[src/rtl/tpu_pkg.sv]
// Purpose: shared constants and types for the timer and pwm unit
// Assumes: apb slave with 32-bit data, one aligned word per register
// Notes: all offsets are byte addresses
package tpu_pkg;

   // =====================================================
   // register map
   localparam logic [7:0] TPU_ADDR_CTRL = 8'h00;
   localparam logic [7:0] TPU_ADDR_PERIOD = 8'h04;
   localparam logic [7:0] TPU_ADDR_CMP0 = 8'h08;
   localparam logic [7:0] TPU_ADDR_CMP1 = 8'h0c;
   localparam logic [7:0] TPU_ADDR_DEAD = 8'h10;
   localparam logic [7:0] TPU_ADDR_COUNT = 8'h14;
   localparam logic [7:0] TPU_ADDR_CAPTURE = 8'h18;
   localparam logic [7:0] TPU_ADDR_STATUS = 8'h1c;

   // =====================================================
   // control field positions
   localparam int TPU_CTRL_RUN = 0;
   localparam int TPU_CTRL_ONESHOT = 1;
   localparam int TPU_CTRL_CAP_EN = 2;
   localparam int TPU_CTRL_CAP_FALL = 3;
   localparam int TPU_CTRL_KILL_LVL = 4;
   localparam int TPU_CTRL_KILL_COMP = 5;
   localparam int TPU_CTRL_START = 6;
   localparam int TPU_CTRL_W = 7;

   // status field positions
   localparam int TPU_STAT_RUN = 0;
   localparam int TPU_STAT_KILL = 1;
   localparam int TPU_STAT_CAPT = 2;
   localparam int TPU_STAT_TC = 3;

   // =====================================================
   // reset values and widths
   localparam int TPU_CNT_W = 16;
   localparam logic [15:0] TPU_PERIOD_RST = 16'hffff;
   localparam logic [15:0] TPU_CMP_RST = 16'h0000;
   localparam logic [15:0] TPU_ZERO16 = 16'h0000;
   localparam logic [15:0] TPU_ONE16 = 16'h0001;
   localparam logic [7:0] TPU_DEAD_RST = 8'h00;
   localparam logic [7:0] TPU_ZERO8 = 8'h00;
   localparam logic [7:0] TPU_ONE8 = 8'h01;

   // =====================================================
   // types
   typedef logic [TPU_CNT_W-1:0] tpu_cnt_t;

   typedef struct packed {
      logic pwm_n;
      logic pwm_c;
      logic killed;
   } tpu_out_t;

   typedef enum logic [1:0] {
      TPU_DB_LOW = 2'b00,
      TPU_DB_WAIT_HI = 2'b01,
      TPU_DB_HIGH = 2'b10,
      TPU_DB_WAIT_LO = 2'b11
   } tpu_db_state_t;

endpackage : tpu_pkg

[src/rtl/tpu_timer_pwm_unit.sv]
// Purpose: 16-bit timer, counter and pwm unit with apb registers
// Assumes: one 250 mhz clock, synchronous active-low reset
// Notes: kill and capture pins are synchronised with two flops
//
// Notes on behaviour
// RULE_01 - sixteen bit counter, period length set by software register
// RULE_02 - capture event latches current count into capture register
// RULE_03 - at count equal period, stop or reload per one-shot mode
// RULE_04 - count compared with two compare values forms pwm duty
// RULE_05 - true and complement outputs separated by programmable dead gap
// RULE_06 - kill input forces outputs to programmed safe levels
// RULE_07 - kill acts in hardware, no software step needed
// RULE_08 - counter steps once per running clock, settings take sync effect
`timescale 1ns/100ps
module tpu_timer_pwm_unit
(
   // clock and reset
   input wire logic core_clk_i,
   input wire logic nrst_i,
   // apb slave
   input wire logic psel_i,
   input wire logic penable_i,
   input wire logic pwrite_i,
   input wire logic [7:0] paddr_i,
   input wire logic [31:0] pwdata_i,
   output logic [31:0] prdata_o,
   output logic pready_o,
   output logic pslverr_o,
   // pins
   input wire logic capture_pin_i,
   input wire logic kill_pin_i,
   output logic pwm_o,
   output logic pwm_n_o,
   output tpu_pkg::tpu_out_t status_o
);
   import tpu_pkg::*;

   // =====================================================
   // all state in one struct
   typedef struct packed {
      logic [TPU_CTRL_W-1:0] ctrl;
      tpu_cnt_t period;
      tpu_cnt_t cmp0;
      tpu_cnt_t cmp1;
      logic [7:0] dead;
      tpu_cnt_t count;
      tpu_cnt_t capture;
      logic running;
      logic capt_flag;
      logic tc_flag;
      logic line;
      logic [1:0] cap_sync;
      logic [1:0] kill_sync;
      logic cap_prev;
      logic [31:0] rdata;
      tpu_out_t outs;
   } tpu_state_t;

   tpu_state_t s_q;
   tpu_state_t s_d;
   logic db_true;
   logic db_comp;
   logic wr_en;
   logic rd_en;
   logic cap_edge;
   logic at_period;
   logic kill_now;
   logic [31:0] rd_mux;

   // zero-extend a 16-bit value to a bus word
   function automatic logic [31:0] tpu_word(input tpu_cnt_t v);
      tpu_word = {TPU_ZERO16, v};
   endfunction : tpu_word

   // =====================================================
   // apb strobes: zero wait state, every access completes at once
   assign wr_en = psel_i & penable_i & pwrite_i;
   assign rd_en = psel_i & ~penable_i & ~pwrite_i;
   assign pready_o = 1'b1;

   // unmapped addresses answer with an error
   always_comb
   begin
      pslverr_o = 1'b0;
      if (psel_i && penable_i)
      begin
         if (paddr_i == TPU_ADDR_CTRL) pslverr_o = 1'b0;
         else if (paddr_i == TPU_ADDR_PERIOD) pslverr_o = 1'b0;
         else if (paddr_i == TPU_ADDR_CMP0) pslverr_o = 1'b0;
         else if (paddr_i == TPU_ADDR_CMP1) pslverr_o = 1'b0;
         else if (paddr_i == TPU_ADDR_DEAD) pslverr_o = 1'b0;
         else if (paddr_i == TPU_ADDR_COUNT) pslverr_o = 1'b0;
         else if (paddr_i == TPU_ADDR_CAPTURE) pslverr_o = 1'b0;
         else if (paddr_i == TPU_ADDR_STATUS) pslverr_o = 1'b0;
         else pslverr_o = 1'b1;
      end
   end

   // read mux, sampled in the setup phase into a flop
   always_comb
   begin
      rd_mux = 32'h0000_0000;
      if (paddr_i == TPU_ADDR_CTRL)
         rd_mux = {25'h000_0000, s_q.ctrl};
      else if (paddr_i == TPU_ADDR_PERIOD)
         rd_mux = tpu_word(s_q.period);
      else if (paddr_i == TPU_ADDR_CMP0)
         rd_mux = tpu_word(s_q.cmp0);
      else if (paddr_i == TPU_ADDR_CMP1)
         rd_mux = tpu_word(s_q.cmp1);
      else if (paddr_i == TPU_ADDR_DEAD)
         rd_mux = {24'h00_0000, s_q.dead};
      else if (paddr_i == TPU_ADDR_COUNT)
         rd_mux = tpu_word(s_q.count);
      else if (paddr_i == TPU_ADDR_CAPTURE)
         rd_mux = tpu_word(s_q.capture);
      else if (paddr_i == TPU_ADDR_STATUS)
         rd_mux = {28'h000_0000, s_q.tc_flag, s_q.capt_flag,
                   s_q.outs.killed, s_q.running};
   end
   assign prdata_o = s_q.rdata;

   // =====================================================
   // synchronised pin events
   assign cap_edge = s_q.ctrl[TPU_CTRL_CAP_FALL]
                     ? (s_q.cap_prev & ~s_q.cap_sync[1])
                     : (~s_q.cap_prev & s_q.cap_sync[1]);
   assign kill_now = s_q.kill_sync[1]; // RULE_07
   assign at_period = (s_q.count == s_q.period);

   // =====================================================
   // next state
   always_comb
   begin
      s_d = s_q;
      s_d.cap_sync = {s_q.cap_sync[0], capture_pin_i};
      s_d.kill_sync = {s_q.kill_sync[0], kill_pin_i};
      s_d.cap_prev = s_q.cap_sync[1];
      s_d.ctrl[TPU_CTRL_START] = 1'b0; // start is a self-clearing strobe
      if (rd_en)
         s_d.rdata = rd_mux;

      // counter: one step per running cycle
      if (s_q.running)
      begin
         if (at_period)
         begin
            s_d.tc_flag = 1'b1;
            s_d.count = TPU_ZERO16; // RULE_03
            if (s_q.ctrl[TPU_CTRL_ONESHOT])
               s_d.running = 1'b0; // RULE_03
         end
         else
            s_d.count = s_q.count + TPU_ONE16; // RULE_01 RULE_08
      end
      if (s_q.ctrl[TPU_CTRL_START] && s_q.ctrl[TPU_CTRL_RUN])
         s_d.running = 1'b1;
      if (!s_q.ctrl[TPU_CTRL_RUN])
         s_d.running = 1'b0;

      // capture on the selected pin edge
      if (cap_edge && s_q.ctrl[TPU_CTRL_CAP_EN])
      begin
         s_d.capture = s_q.count; // RULE_02
         s_d.capt_flag = 1'b1;
      end

      // pwm level: high from cmp0 up to cmp1
      if (s_q.count == s_q.cmp0)
         s_d.line = 1'b1; // RULE_04
      if (s_q.count == s_q.cmp1)
         s_d.line = 1'b0; // RULE_04
      if (!s_q.running)
         s_d.line = 1'b0;

      // kill overrides the compare-driven outputs
      s_d.outs.killed = kill_now;
      if (kill_now)
      begin
         s_d.outs.pwm_n = s_q.ctrl[TPU_CTRL_KILL_LVL]; // RULE_06
         s_d.outs.pwm_c = s_q.ctrl[TPU_CTRL_KILL_COMP]; // RULE_06
      end
      else
      begin
         s_d.outs.pwm_n = db_true;
         s_d.outs.pwm_c = db_comp;
      end

      // register writes take effect at the access edge
      if (wr_en)
      begin
         if (paddr_i == TPU_ADDR_CTRL)
            s_d.ctrl = pwdata_i[TPU_CTRL_W-1:0];
         else if (paddr_i == TPU_ADDR_PERIOD)
            s_d.period = pwdata_i[TPU_CNT_W-1:0]; // RULE_08
         else if (paddr_i == TPU_ADDR_CMP0)
            s_d.cmp0 = pwdata_i[TPU_CNT_W-1:0];
         else if (paddr_i == TPU_ADDR_CMP1)
            s_d.cmp1 = pwdata_i[TPU_CNT_W-1:0];
         else if (paddr_i == TPU_ADDR_DEAD)
            s_d.dead = pwdata_i[7:0];
         else if (paddr_i == TPU_ADDR_COUNT)
            s_d.count = pwdata_i[TPU_CNT_W-1:0];
         else if (paddr_i == TPU_ADDR_STATUS)
         begin
            // write one to clear; a new event in this cycle wins
            if (pwdata_i[TPU_STAT_CAPT] && !(cap_edge &&
                s_q.ctrl[TPU_CTRL_CAP_EN]))
               s_d.capt_flag = 1'b0;
            if (pwdata_i[TPU_STAT_TC] && !(s_q.running && at_period))
               s_d.tc_flag = 1'b0;
         end
      end
   end

   // state register
   always_ff @(posedge core_clk_i)
   begin
      if (!nrst_i)
      begin
         s_q <= '0;
         s_q.period <= TPU_PERIOD_RST;
         s_q.cmp0 <= TPU_CMP_RST;
         s_q.cmp1 <= TPU_CMP_RST;
         s_q.dead <= TPU_DEAD_RST;
      end
      else
         s_q <= s_d;
   end

   // =====================================================
   // dead-band splitter
   tpu_deadband u_db
   (
      .core_clk_i(core_clk_i),
      .nrst_i(nrst_i),
      .dead_i(s_q.dead),
      .line_i(s_q.line),
      .true_o(db_true),
      .comp_o(db_comp)
   );

   // outputs come straight from flops
   assign pwm_o = s_q.outs.pwm_n;
   assign pwm_n_o = s_q.outs.pwm_c;
   assign status_o = s_q.outs;

endmodule : tpu_timer_pwm_unit

[src/rtl/tpu_deadband.sv]
// Purpose: split one pwm level into true and complementary outputs
// Assumes: line input is a registered level on core_clk_i
// Notes: each output turns on after dead+1 cycles of both being off, or after 2 if the line turns back during the gap
`timescale 1ns/100ps
module tpu_deadband
(
   // clock and reset
   input wire logic core_clk_i,
   input wire logic nrst_i,
   // control
   input wire logic [7:0] dead_i,
   input wire logic line_i,
   // outputs
   output logic true_o,
   output logic comp_o
);
   import tpu_pkg::*;

   typedef struct packed {
      tpu_db_state_t st;
      logic [7:0] cnt;
      logic tr;
      logic cp;
   } tpu_db_reg_t;

   tpu_db_reg_t s_q;
   tpu_db_reg_t s_d;

   // =====================================================
   // next state: both off while the gap counts down
   always_comb
   begin
      s_d = s_q;
      case (s_q.st)
         TPU_DB_LOW:
         begin
            s_d.tr = 1'b0;
            s_d.cp = 1'b1;
            if (line_i)
            begin
               s_d.cp = 1'b0;
               s_d.cnt = dead_i;
               s_d.st = TPU_DB_WAIT_HI;
            end
         end
         TPU_DB_WAIT_HI:
         begin
            if (!line_i)
               s_d.st = TPU_DB_LOW;
            else if (s_q.cnt == TPU_ZERO8)
            begin
               s_d.tr = 1'b1; // RULE_05
               s_d.st = TPU_DB_HIGH;
            end
            else
               s_d.cnt = s_q.cnt - TPU_ONE8;
         end
         TPU_DB_HIGH:
         begin
            s_d.tr = 1'b1;
            s_d.cp = 1'b0;
            if (!line_i)
            begin
               s_d.tr = 1'b0;
               s_d.cnt = dead_i;
               s_d.st = TPU_DB_WAIT_LO;
            end
         end
         default:
         begin
            if (line_i)
               s_d.st = TPU_DB_HIGH;
            else if (s_q.cnt == TPU_ZERO8)
            begin
               s_d.cp = 1'b1; // RULE_05
               s_d.st = TPU_DB_LOW;
            end
            else
               s_d.cnt = s_q.cnt - TPU_ONE8;
         end
      endcase
   end

   // state register
   always_ff @(posedge core_clk_i)
   begin
      if (!nrst_i)
         s_q <= '{st: TPU_DB_LOW, cnt: TPU_ZERO8, tr: 1'b0, cp: 1'b0};
      else
         s_q <= s_d;
   end

   assign true_o = s_q.tr;
   assign comp_o = s_q.cp;

endmodule : tpu_deadband

[config.mk]
export PLATFORM = sky130hd
export DESIGN_NAME = tpu_timer_pwm_unit
export DESIGN_NICKNAME = d
export VERILOG_FILES = /design/src/rtl/tpu_pkg.sv /design/src/rtl/tpu_timer_pwm_unit.sv /design/src/rtl/tpu_deadband.sv
export SDC_FILE = /design/constraint.sdc
export NUM_CORES = 1
export LEC_CHECK = 0
export BUFFER_PORTS_ARGS = -buffer_cell sky130_fd_sc_hd__buf_2
export CORE_MARGIN = 8
export CORE_UTILIZATION = 30
export CTS_CLUSTER_SIZE = 16
export DETAILED_ROUTE_END_ITERATION = 8
export GPL_TIMING_DRIVEN = 0
export PLACE_DENSITY_LB_ADDON = 0.08
export SLEW_MARGIN = 5
export SYNTH_ARGS = -nofsm -noshare
export SYNTH_HDL_FRONTEND = slang
export SYNTH_SLANG_ARGS = --single-unit
[constraint.sdc]
create_clock -name core_clk_i -period 3.1 [get_ports core_clk_i]
set_input_delay 0.62 -clock core_clk_i [delete_from_list [all_inputs] [get_ports core_clk_i]]
set_output_delay 0.62 -clock core_clk_i [all_outputs]
set_load 0.05 [all_outputs]
### Word-level counts from Yosys, hierarchy flattened

Cells that the tools add are included.

* bits in registers: 151
* input port bits: 47

* $add $sub $neg: 2
* equality and inequality tests: 19
* multiplexer cells: 60
* bitwise logic cells: 17
* reductions and logical operators: 26

Operator list (number)
* $mux 16: 16
* $eq 16x16->1: 3
* $eq 8x5->1 const B: 4
* $pmux 10 s3: 1
* $mux 2: 13
* $mux 1: 22
* $add 16x1->16 const B: 1
* $eq 8x4->1 const B: 2
* $logic_not 8->1: 2
* $mux 8: 2
* $reduce_and 3->1: 4
* $reduce_and 4->1: 3
* $mux 11: 1
* $not 1->1: 11
* $mux 10: 1
* $mux 9: 1
* $eq 8x3->1 const B: 1
* $sub 8x1->8 const B: 1
* $and 1x1->1: 6
* $logic_and 1x1->1: 6
* $ne 2x2->1 const B: 3
* $ne 3x1->1 const B: 2
* $pmux 1 s3: 2
* $reduce_and 6->1: 1
* 12 further kinds: 15

### Logic depth before layout (Yosys ltp)

Gate-level depths: netlist of run 1.

* depth in word-level cells: 15
* gate-level depth with buffers: 9
* gate-level depth less buffers: 7

### Modules after synthesis

From an unflattened synthesis of run 1, not the netlist that was laid out.

* cells, all modules: 871
* area, all modules: 7363.3 sq um

By module, submodules not included
* tpu_timer_pwm_unit: cells an instance 758, area each 6419.9 sq um, instances 1
* tpu_deadband: cells an instance 113, area each 943.4 sq um, instances 1

### Worst setup path before layout of run 1

OpenSTA, ideal clock, no wires.

* kind: input to register
* start point: input paddr_i[0]
* end point: register s_q[90] (netlist name)
* required time: 2.968 ns
* data arrival time: 2.385 ns
* setup slack: 0.583 ns
* setup time: 0.132 ns
* stages: 8
* cells stage by stage: or4_4 > or3_1 > buf_6 > or3_1 > buf_6 > buf_6 > nand2_1 > a21oi_1

* cells in the longest elaborated chain, start to end: 3
* elaborated cells between the ends (all ways): 8
* those cells by class: eq/ne (3); bitwise (3); reduce/logical (2)

RTL lines
* start: declaration: line tpu_timer_pwm_unit.sv:24 `input wire logic [7:0] paddr_i,`
* $eq 8x4->1 (tied with other cells): line tpu_timer_pwm_unit.sv:196 `else if (paddr_i == TPU_ADDR_CMP0)`
* $not 1->1 (no line)
* $reduce_and 5->1 (no line) (*)
* end: declaration: line tpu_timer_pwm_unit.sv:59 `tpu_state_t s_q;`

Every way passes the cells marked *; elsewhere a longest branch is shown, timed or not.
A chain may end at the register's enable or synchronous reset.

### Final worst setup path of run 1

* start point: input paddr_i[4]
* end point: register s_q[77] (netlist name)

* cells in the longest elaborated chain, start to end: 3
* elaborated cells between the ends (all ways): 10
* those cells by class: eq/ne (4); bitwise (4); reduce/logical (2)

RTL lines
* $eq 8x4->1 (tied with other cells): line tpu_timer_pwm_unit.sv:198 `else if (paddr_i == TPU_ADDR_CMP1)`
* $not 1->1 (no line)
* $reduce_and 6->1 (no line) (*)

Marked as above.

==> results.py, run 1 <==
metrics = {
    "layout": {
        "antenna_cells": 0,
        "instances_no_fill": 1272,
        "n_fill_cell": 2506,
        "synthToLayoutAreaGrowth_pct": 18.3,
        "fin_nets": 995,
        "seq_area_um2": 2700,
        "drive_gt1_frac": 0.161,
        "multi_input_area_um2": 3900,
    },
    "critical_path": {
        "timing.rr.start": "s_q[65]$_SDFF_PN0_",
        "crit_family": "buffers and inverters",
        "start_kind": "primary input",
        "crit_fanout": 10,
        "rrSetupSlack_ns": 0.48,
        "worstPathCellList": "buf_2 > buf_2 > clkbuf_1 > clkbuf_1 > nand3_1 > nand2_1 > a21oi_1",
        "cpMaxStageDelayCell": "clkbuf_1",
        "end_kind": "register",
        "reg2reg_to": "s_q[40]$_SDFFE_PP0N_",
        "crit_start": "paddr_i[4]",
        "crit_type": "in2reg",
        "cpPeakStageDelay_ns": 0.58,
        "critPathBufInv": 4,
        "ff2ff_path_depth": 5,
        "cp.arrival_ns": 2.93,
        "worstPathRequired_ns": 3.37,
    },
    "timing": {
        "max_freq_mhz": 376,
        "fin_crit_sh": 0.859,
        "clock_skew_ns": 0.00883,
        "worst_pin_slew_ns": 1.06,
        "setup_tns_ns": 0,
        "rsz0062_at_grt": "false",
        "finalSetupViolations": 0,
        "drv_slew": 0,
        "period_needed_ns": 2.66,
        "slew_headroom": 0.287,
        "finalHoldViolations": 0,
        "fin_ws_ns": 0.439,
        "whs_ns": 0.407,
    },
    "yosys": {
        "synth_edf_count": 0,
        "postSynthRegisterBits": 135,
        "ys_types": 59,
        "synth_area_leaders": "dfxtp_1 38%, nand2_1 8.1%, mux2i_1 5.9%",
        "synth_area_leader_cell": "dfxtp_1",
        "synth_warnings": 0,
        "syn-cell-area_um2": 7140,
        "synth_top_area_share": 0.379,
        "synth_common_cells": "154 x nand2_1, 135 x dfxtp_1, 75 x a21oi_1, 58 x nor2_1, 51 x clkbuf_1",
        "syn_inst": 855,
        "ys_async_sr_fraction": 0,
        "synth_ff_type": "dfxtp_1",
        "yosysMostFrequentCell": "nand2_1",
        "avgSynthCellArea_um2": 8.35,
        "yosysSeqAreaShare": 0.379,
    },
    "clock_tree": {
        "root_buffer": "clkbuf_16",
        "clock-sinks": 135,
        "cts_tree": "yes",
        "ctsResizeCount": 0,
        "clk_latency_ns": 0.42,
        "htreeDepth": 4,
        "cts_setup_buffers": 0,
        "cts_max_path_buffers": 2,
        "clk_pin_slew_ns": 0.05,
        "cts_buffers": 17,
        "cts-hold-fix-buffers": 0,
    },
    "global_route": {
        "grt_overflow": 0,
        "grt_pass1_vias": 5978,
        "grt_usage": 0.174,
        "grt_pass1_wl_mm": 37.7,
        "grt_max_degree": 17,
        "antenna_found_initial": 0,
    },
    "worst_hold_path": {
        "hold_class": "in2reg",
        "hold_start": "kill_pin_i",
        "worstHoldEndpoint": "s_d[37]$_SDFF_PN0_",
        "whs_path_depth": 2,
    },
    "floorplan": {
        "die_area_um2": 29000,
        "core_um2": 23400,
        "die_h_um": 170,
        "die_w_um": 170,
        "rows": 56,
        "start_util": 0.305,
        "ios": 86,
    },
    "detailed_routing": {
        "post_drt_wl_per_cell_um": 19.5,
        "wl_mm": 24.8,
        "drt_iter0_drc": 574,
        "vias": 6263,
        "dr.pass1.iters": 5,
        "via_per_inst": 4.92,
        "detail-route-antenna-nets": 0,
        "drc_errors": 0,
    },
    "power": {
        "irDropWorstVdd_mv": 0.300,
        "cellPowerDensity_nw_per_um2": 490,
        "leakage_nw": 3.36,
    },
    "place": {
        "place_inst": 1238,
        "routabilityCongestion": 0.802,
        "place_ws_ns": 0.0586,
        "post-dp-hpwl_mm": 18.9,
        "port_buffers": 49,
    },
    "run": {
        "drv_cap": 0,
    },
    "status": {
        "status": "completed",
    },
}
==> where the power goes <==
part	switching, mW	total [mW]	internal, mW
clock	0.777	2.02	1.24
sequential	0.00770	1.75	1.75
combinational	0.260	0.371	0.111
total	1.04	4.14	3.10
==> how the worst max path moves through the flow <==
stage	end	slack (ns)	cells past startpoint
finish	s_q[77]$_SDFFE_PN0P_	0.44	7
CTS	s_q[63]$_SDFF_PN0_	0.05	6
detailed placement	s_q[63]$_SDFF_PN0_	0.06	6
floorplan	s_q[90]$_SDFFE_PN0P_	0.58	8
global placement	s_q[62]$_SDFF_PN0_	-0.15	7
global route	s_q[78]$_SDFFE_PN0P_	0.31	7
==> logic make-up after synthesis <==
group	share of synthesized area
AOI/OAI and AO/OA	0.143
buffers and inverters	0.0834
xor gates and xnor gates	0.0773
other	0.00105
and+or+nand+nor	0.209
DFF	0.379
adders and majority gates	0.0123
muxes	0.0952
==> metal layers <==
metal	vias to the layer above	wire (um)	global-route usage
met3	20	1540	0.0405
li1	3067	-	-
met4	0	276	0.0400
met5	-	0	0
met1	2968	12500	0.253
met2	208	10500	0.254
==> state kept, by name (all words and copies together), names as in the netlist <==
register,count
kill_now,1
prdata_o,16
pwm_n_o,1
pwm_o,1
s_d,3
s_q,100
status_o,1
u_db.comp_o,1
u_db.s_q,10
u_db.true_o,1
==> cells in the final DEF (no fill, tap or decap), types with 4 or more instances in the layout <==
cell type / n
a21oi_1: 75
a221oi_1: 4
a22o_1: 7
a22oi_1: 8
and2_1: 12
and3_1: 7
and4_1: 4
buf_1: 4
buf_2: 54
buf_4: 41
clkbuf_1: 54
clkbuf_16: 17
conb_1: 17
dfxtp_1: 135
ha_1: 7
inv_1: 12
mux2i_1: 42
mux4_2: 10
nand2_1: 154
nand3_1: 20
nand4_1: 9
nor2_1: 58
nor2b_1: 5
nor3_1: 12
nor4_1: 11
o211ai_1: 4
o21a_1: 4
o21ai_0: 25
o22ai_1: 8
o2bb2ai_1: 5
or3_1: 6
xnor2_1: 28
xor2_1: 35
==> per-stage QoR <==
step / instance area [um2] / total power, mW / util
finish: 8440 / 4.14 / 0.361
CTS: 8420 / 4.17 / 0.360
global placement: 7840 / 2.16 / 0.335
floorplan: 7190 / 2.04 / -
detailed placement: 7850 / 2.16 / 0.335
global route: 8440 / 4.28 / 0.361
==> area by class of cell <==
cell class | count | share of cell area
repair buffers | 52 | 0.0317
flip-flops and latches | 135 | 0.320
clock buffers | 23 | 0.0566
clock inverters | 8 | 0.0116
inverters | 12 | 0.00533
plain buffers | 101 | 0.0652
multi-input cells | 622 | 0.462
well taps | 319 | 0.0473
No activity file was read; power rests on OpenSTA's default activity.
==> inputs of run 2 (changes only) <==
PLACE_DENSITY_LB_ADDON = default   (was 0.08)
==> results.py, run 2 (synthesized netlist as in run 1, its figures left out) <==
metrics = {
    "timing": {
        "finalHoldViolations": 0,
        "period_needed_ns": 2.78,
        "drv_slew": 0,
        "clock_skew_ns": 0.0121,
        "fin_ws_ns": 0.323,
        "finalSetupViolations": 0,
        "whs_ns": 0.407,
        "fin_crit_sh": 0.896,
        "worst_pin_slew_ns": 1.05,
        "max_freq_mhz": 360,
        "rsz0062_at_grt": "false",
        "slew_headroom": 0.293,
    },
    "critical_path": {
        "end_kind": "register",
        "ff2ff_path_depth": 6,
        "worstPathRequired_ns": 3.38,
        "timing.rr.start": "s_q[64]$_SDFF_PN0_",
        "crit_start": "s_q[64]$_SDFF_PN0_",
        "crit_fanout": 10,
        "start_kind": "register",
        "cp.arrival_ns": 3.06,
        "crit_type": "reg2reg",
        "reg2reg_to": "s_q[62]$_SDFF_PN0_",
        "rrSetupSlack_ns": 0.32,
    },
    "floorplan": {
        "die_w_um": 170,
        "die_area_um2": 29000,
        "start_util": 0.305,
        "core_um2": 23400,
        "rows": 56,
        "ios": 86,
        "die_h_um": 170,
    },
    "detailed_routing": {
        "detail-route-antenna-nets": 0,
        "met1_length_mm": 10.0,
        "highest_layer": "met4",
        "drc_errors": 0,
        "dr_wl_met3_mm": 1.90,
        "post_drt_wl_per_cell_um": 17.6,
        "vias": 6305,
        "drt_iter0_drc": 579,
        "via_per_inst": 4.96,
        "wl_mm": 22.4,
        "met2RoutedLength_mm": 9.94,
        "dr.pass1.iters": 5,
    },
    "worst_hold_path": {
        "hold_start": "kill_pin_i",
        "worstHoldEndpoint": "s_d[37]$_SDFF_PN0_",
        "hold_class": "in2reg",
        "whs_path_depth": 2,
    },
    "global_route": {
        "antenna_found_initial": 0,
        "grt_max_degree": 17,
        "grt_pass1_vias": 6114,
        "grt_usage": 0.156,
        "grt_pass1_wl_mm": 34.8,
        "grt_overflow": 0,
    },
    "power": {
        "cellPowerDensity_nw_per_um2": 491,
        "leakage_nw": 3.38,
        "irDropWorstVdd_mv": 0.366,
    },
    "layout": {
        "synthToLayoutAreaGrowth_pct": 18.3,
        "fin_nets": 992,
        "utilization": 0.361,
        "instances_no_fill": 1271,
        "final_cell_mix": "154 x nand2_1, 135 x dfxtp_1, 75 x a21oi_1",
        "top_register": "s_q",
        "largest_register_ffs": 100,
        "seq_area_um2": 2700,
        "multi_input_area_um2": 3900,
        "n_fill_cell": 2464,
        "drive_gt1_frac": 0.160,
        "final_common_cell": "nand2_1",
    },
    "clock_tree": {
        "cts-hold-fix-buffers": 0,
        "clock-sinks": 135,
        "ctsResizeCount": 0,
        "root_buffer": "clkbuf_16",
        "clk_latency_ns": 0.42,
        "htreeDepth": 4,
        "cts_buffers": 17,
        "cts_setup_buffers": 0,
        "cts_max_path_buffers": 2,
        "cts_tree": "yes",
        "clk_pin_slew_ns": 0.06,
    },
    "status": {
        "status": "completed",
    },
    "run": {
        "drv_cap": 0,
    },
    "place": {
        "place_ws_ns": -0.0347,
        "port_buffers": 49,
        "routabilityCongestion": 0.902,
        "post-dp-hpwl_mm": 17.2,
        "place_inst": 1238,
    },
}
## run 2: layout make-up
cell class,instances,area share
clock buffer,24,0.0594
tap,319,0.0473
antenna,1,0.000296
buffer,101,0.0652
inverter,12,0.00533
clock inverter,8,0.0111
sequential,135,0.320
multi-input combinational,622,0.462
timing repair buffer,49,0.0290
## run 2: worst max path at each step
stage	slack, ns	cells past startpoint	end
2_1_floorplan	0.58	8	s_q[90]$_SDFFE_PN0P_
3_3_place_gp	-0.009	7	s_q[69]$_SDFF_PN0_
3_5_place_dp	-0.03	7	s_q[64]$_SDFF_PN0_
4_1_cts	0.30	6	s_q[62]$_SDFF_PN0_
5_1_grt	0.19	6	s_q[64]$_SDFF_PN0_
6_report	0.32	6	s_q[62]$_SDFF_PN0_
## run 2: power breakdown
group / total, mW / switching [mW] / internal (mW)
Sequential: 1.75 / 0.00782 / 1.75
Clock: 2.03 / 0.741 / 1.29
Combinational: 0.363 / 0.252 / 0.111
Total: 4.14 / 1.00 / 3.14
## run 2: through the flow
step | total power [mW] | TNS (ns) | area [um2]
detailed placement | 2.15 | -0.265 | 7840
global route | 4.29 | 0 | 8440
CTS | 4.17 | 0 | 8430
floorplan | 2.04 | 0 | 7190
global placement | 2.15 | -0.0378 | 7840
finish | 4.14 | 0 | 8440
## run 2: critical path, stage by stage, from the launching register on
cell and delay (ns):
dfxtp_1 0.31, clkbuf_1 0.44, xor2_1 0.14, nor4_1 0.46, nand4_1 0.54, o211ai_2 0.57
o21ai_0 0.17
## run 2: per-layer routing
metal,vias up,track usage
li1,3061,-
met2,230,0.242
met5,-,0
met3,32,0.0468
met1,2982,0.203
met4,0,0.0511
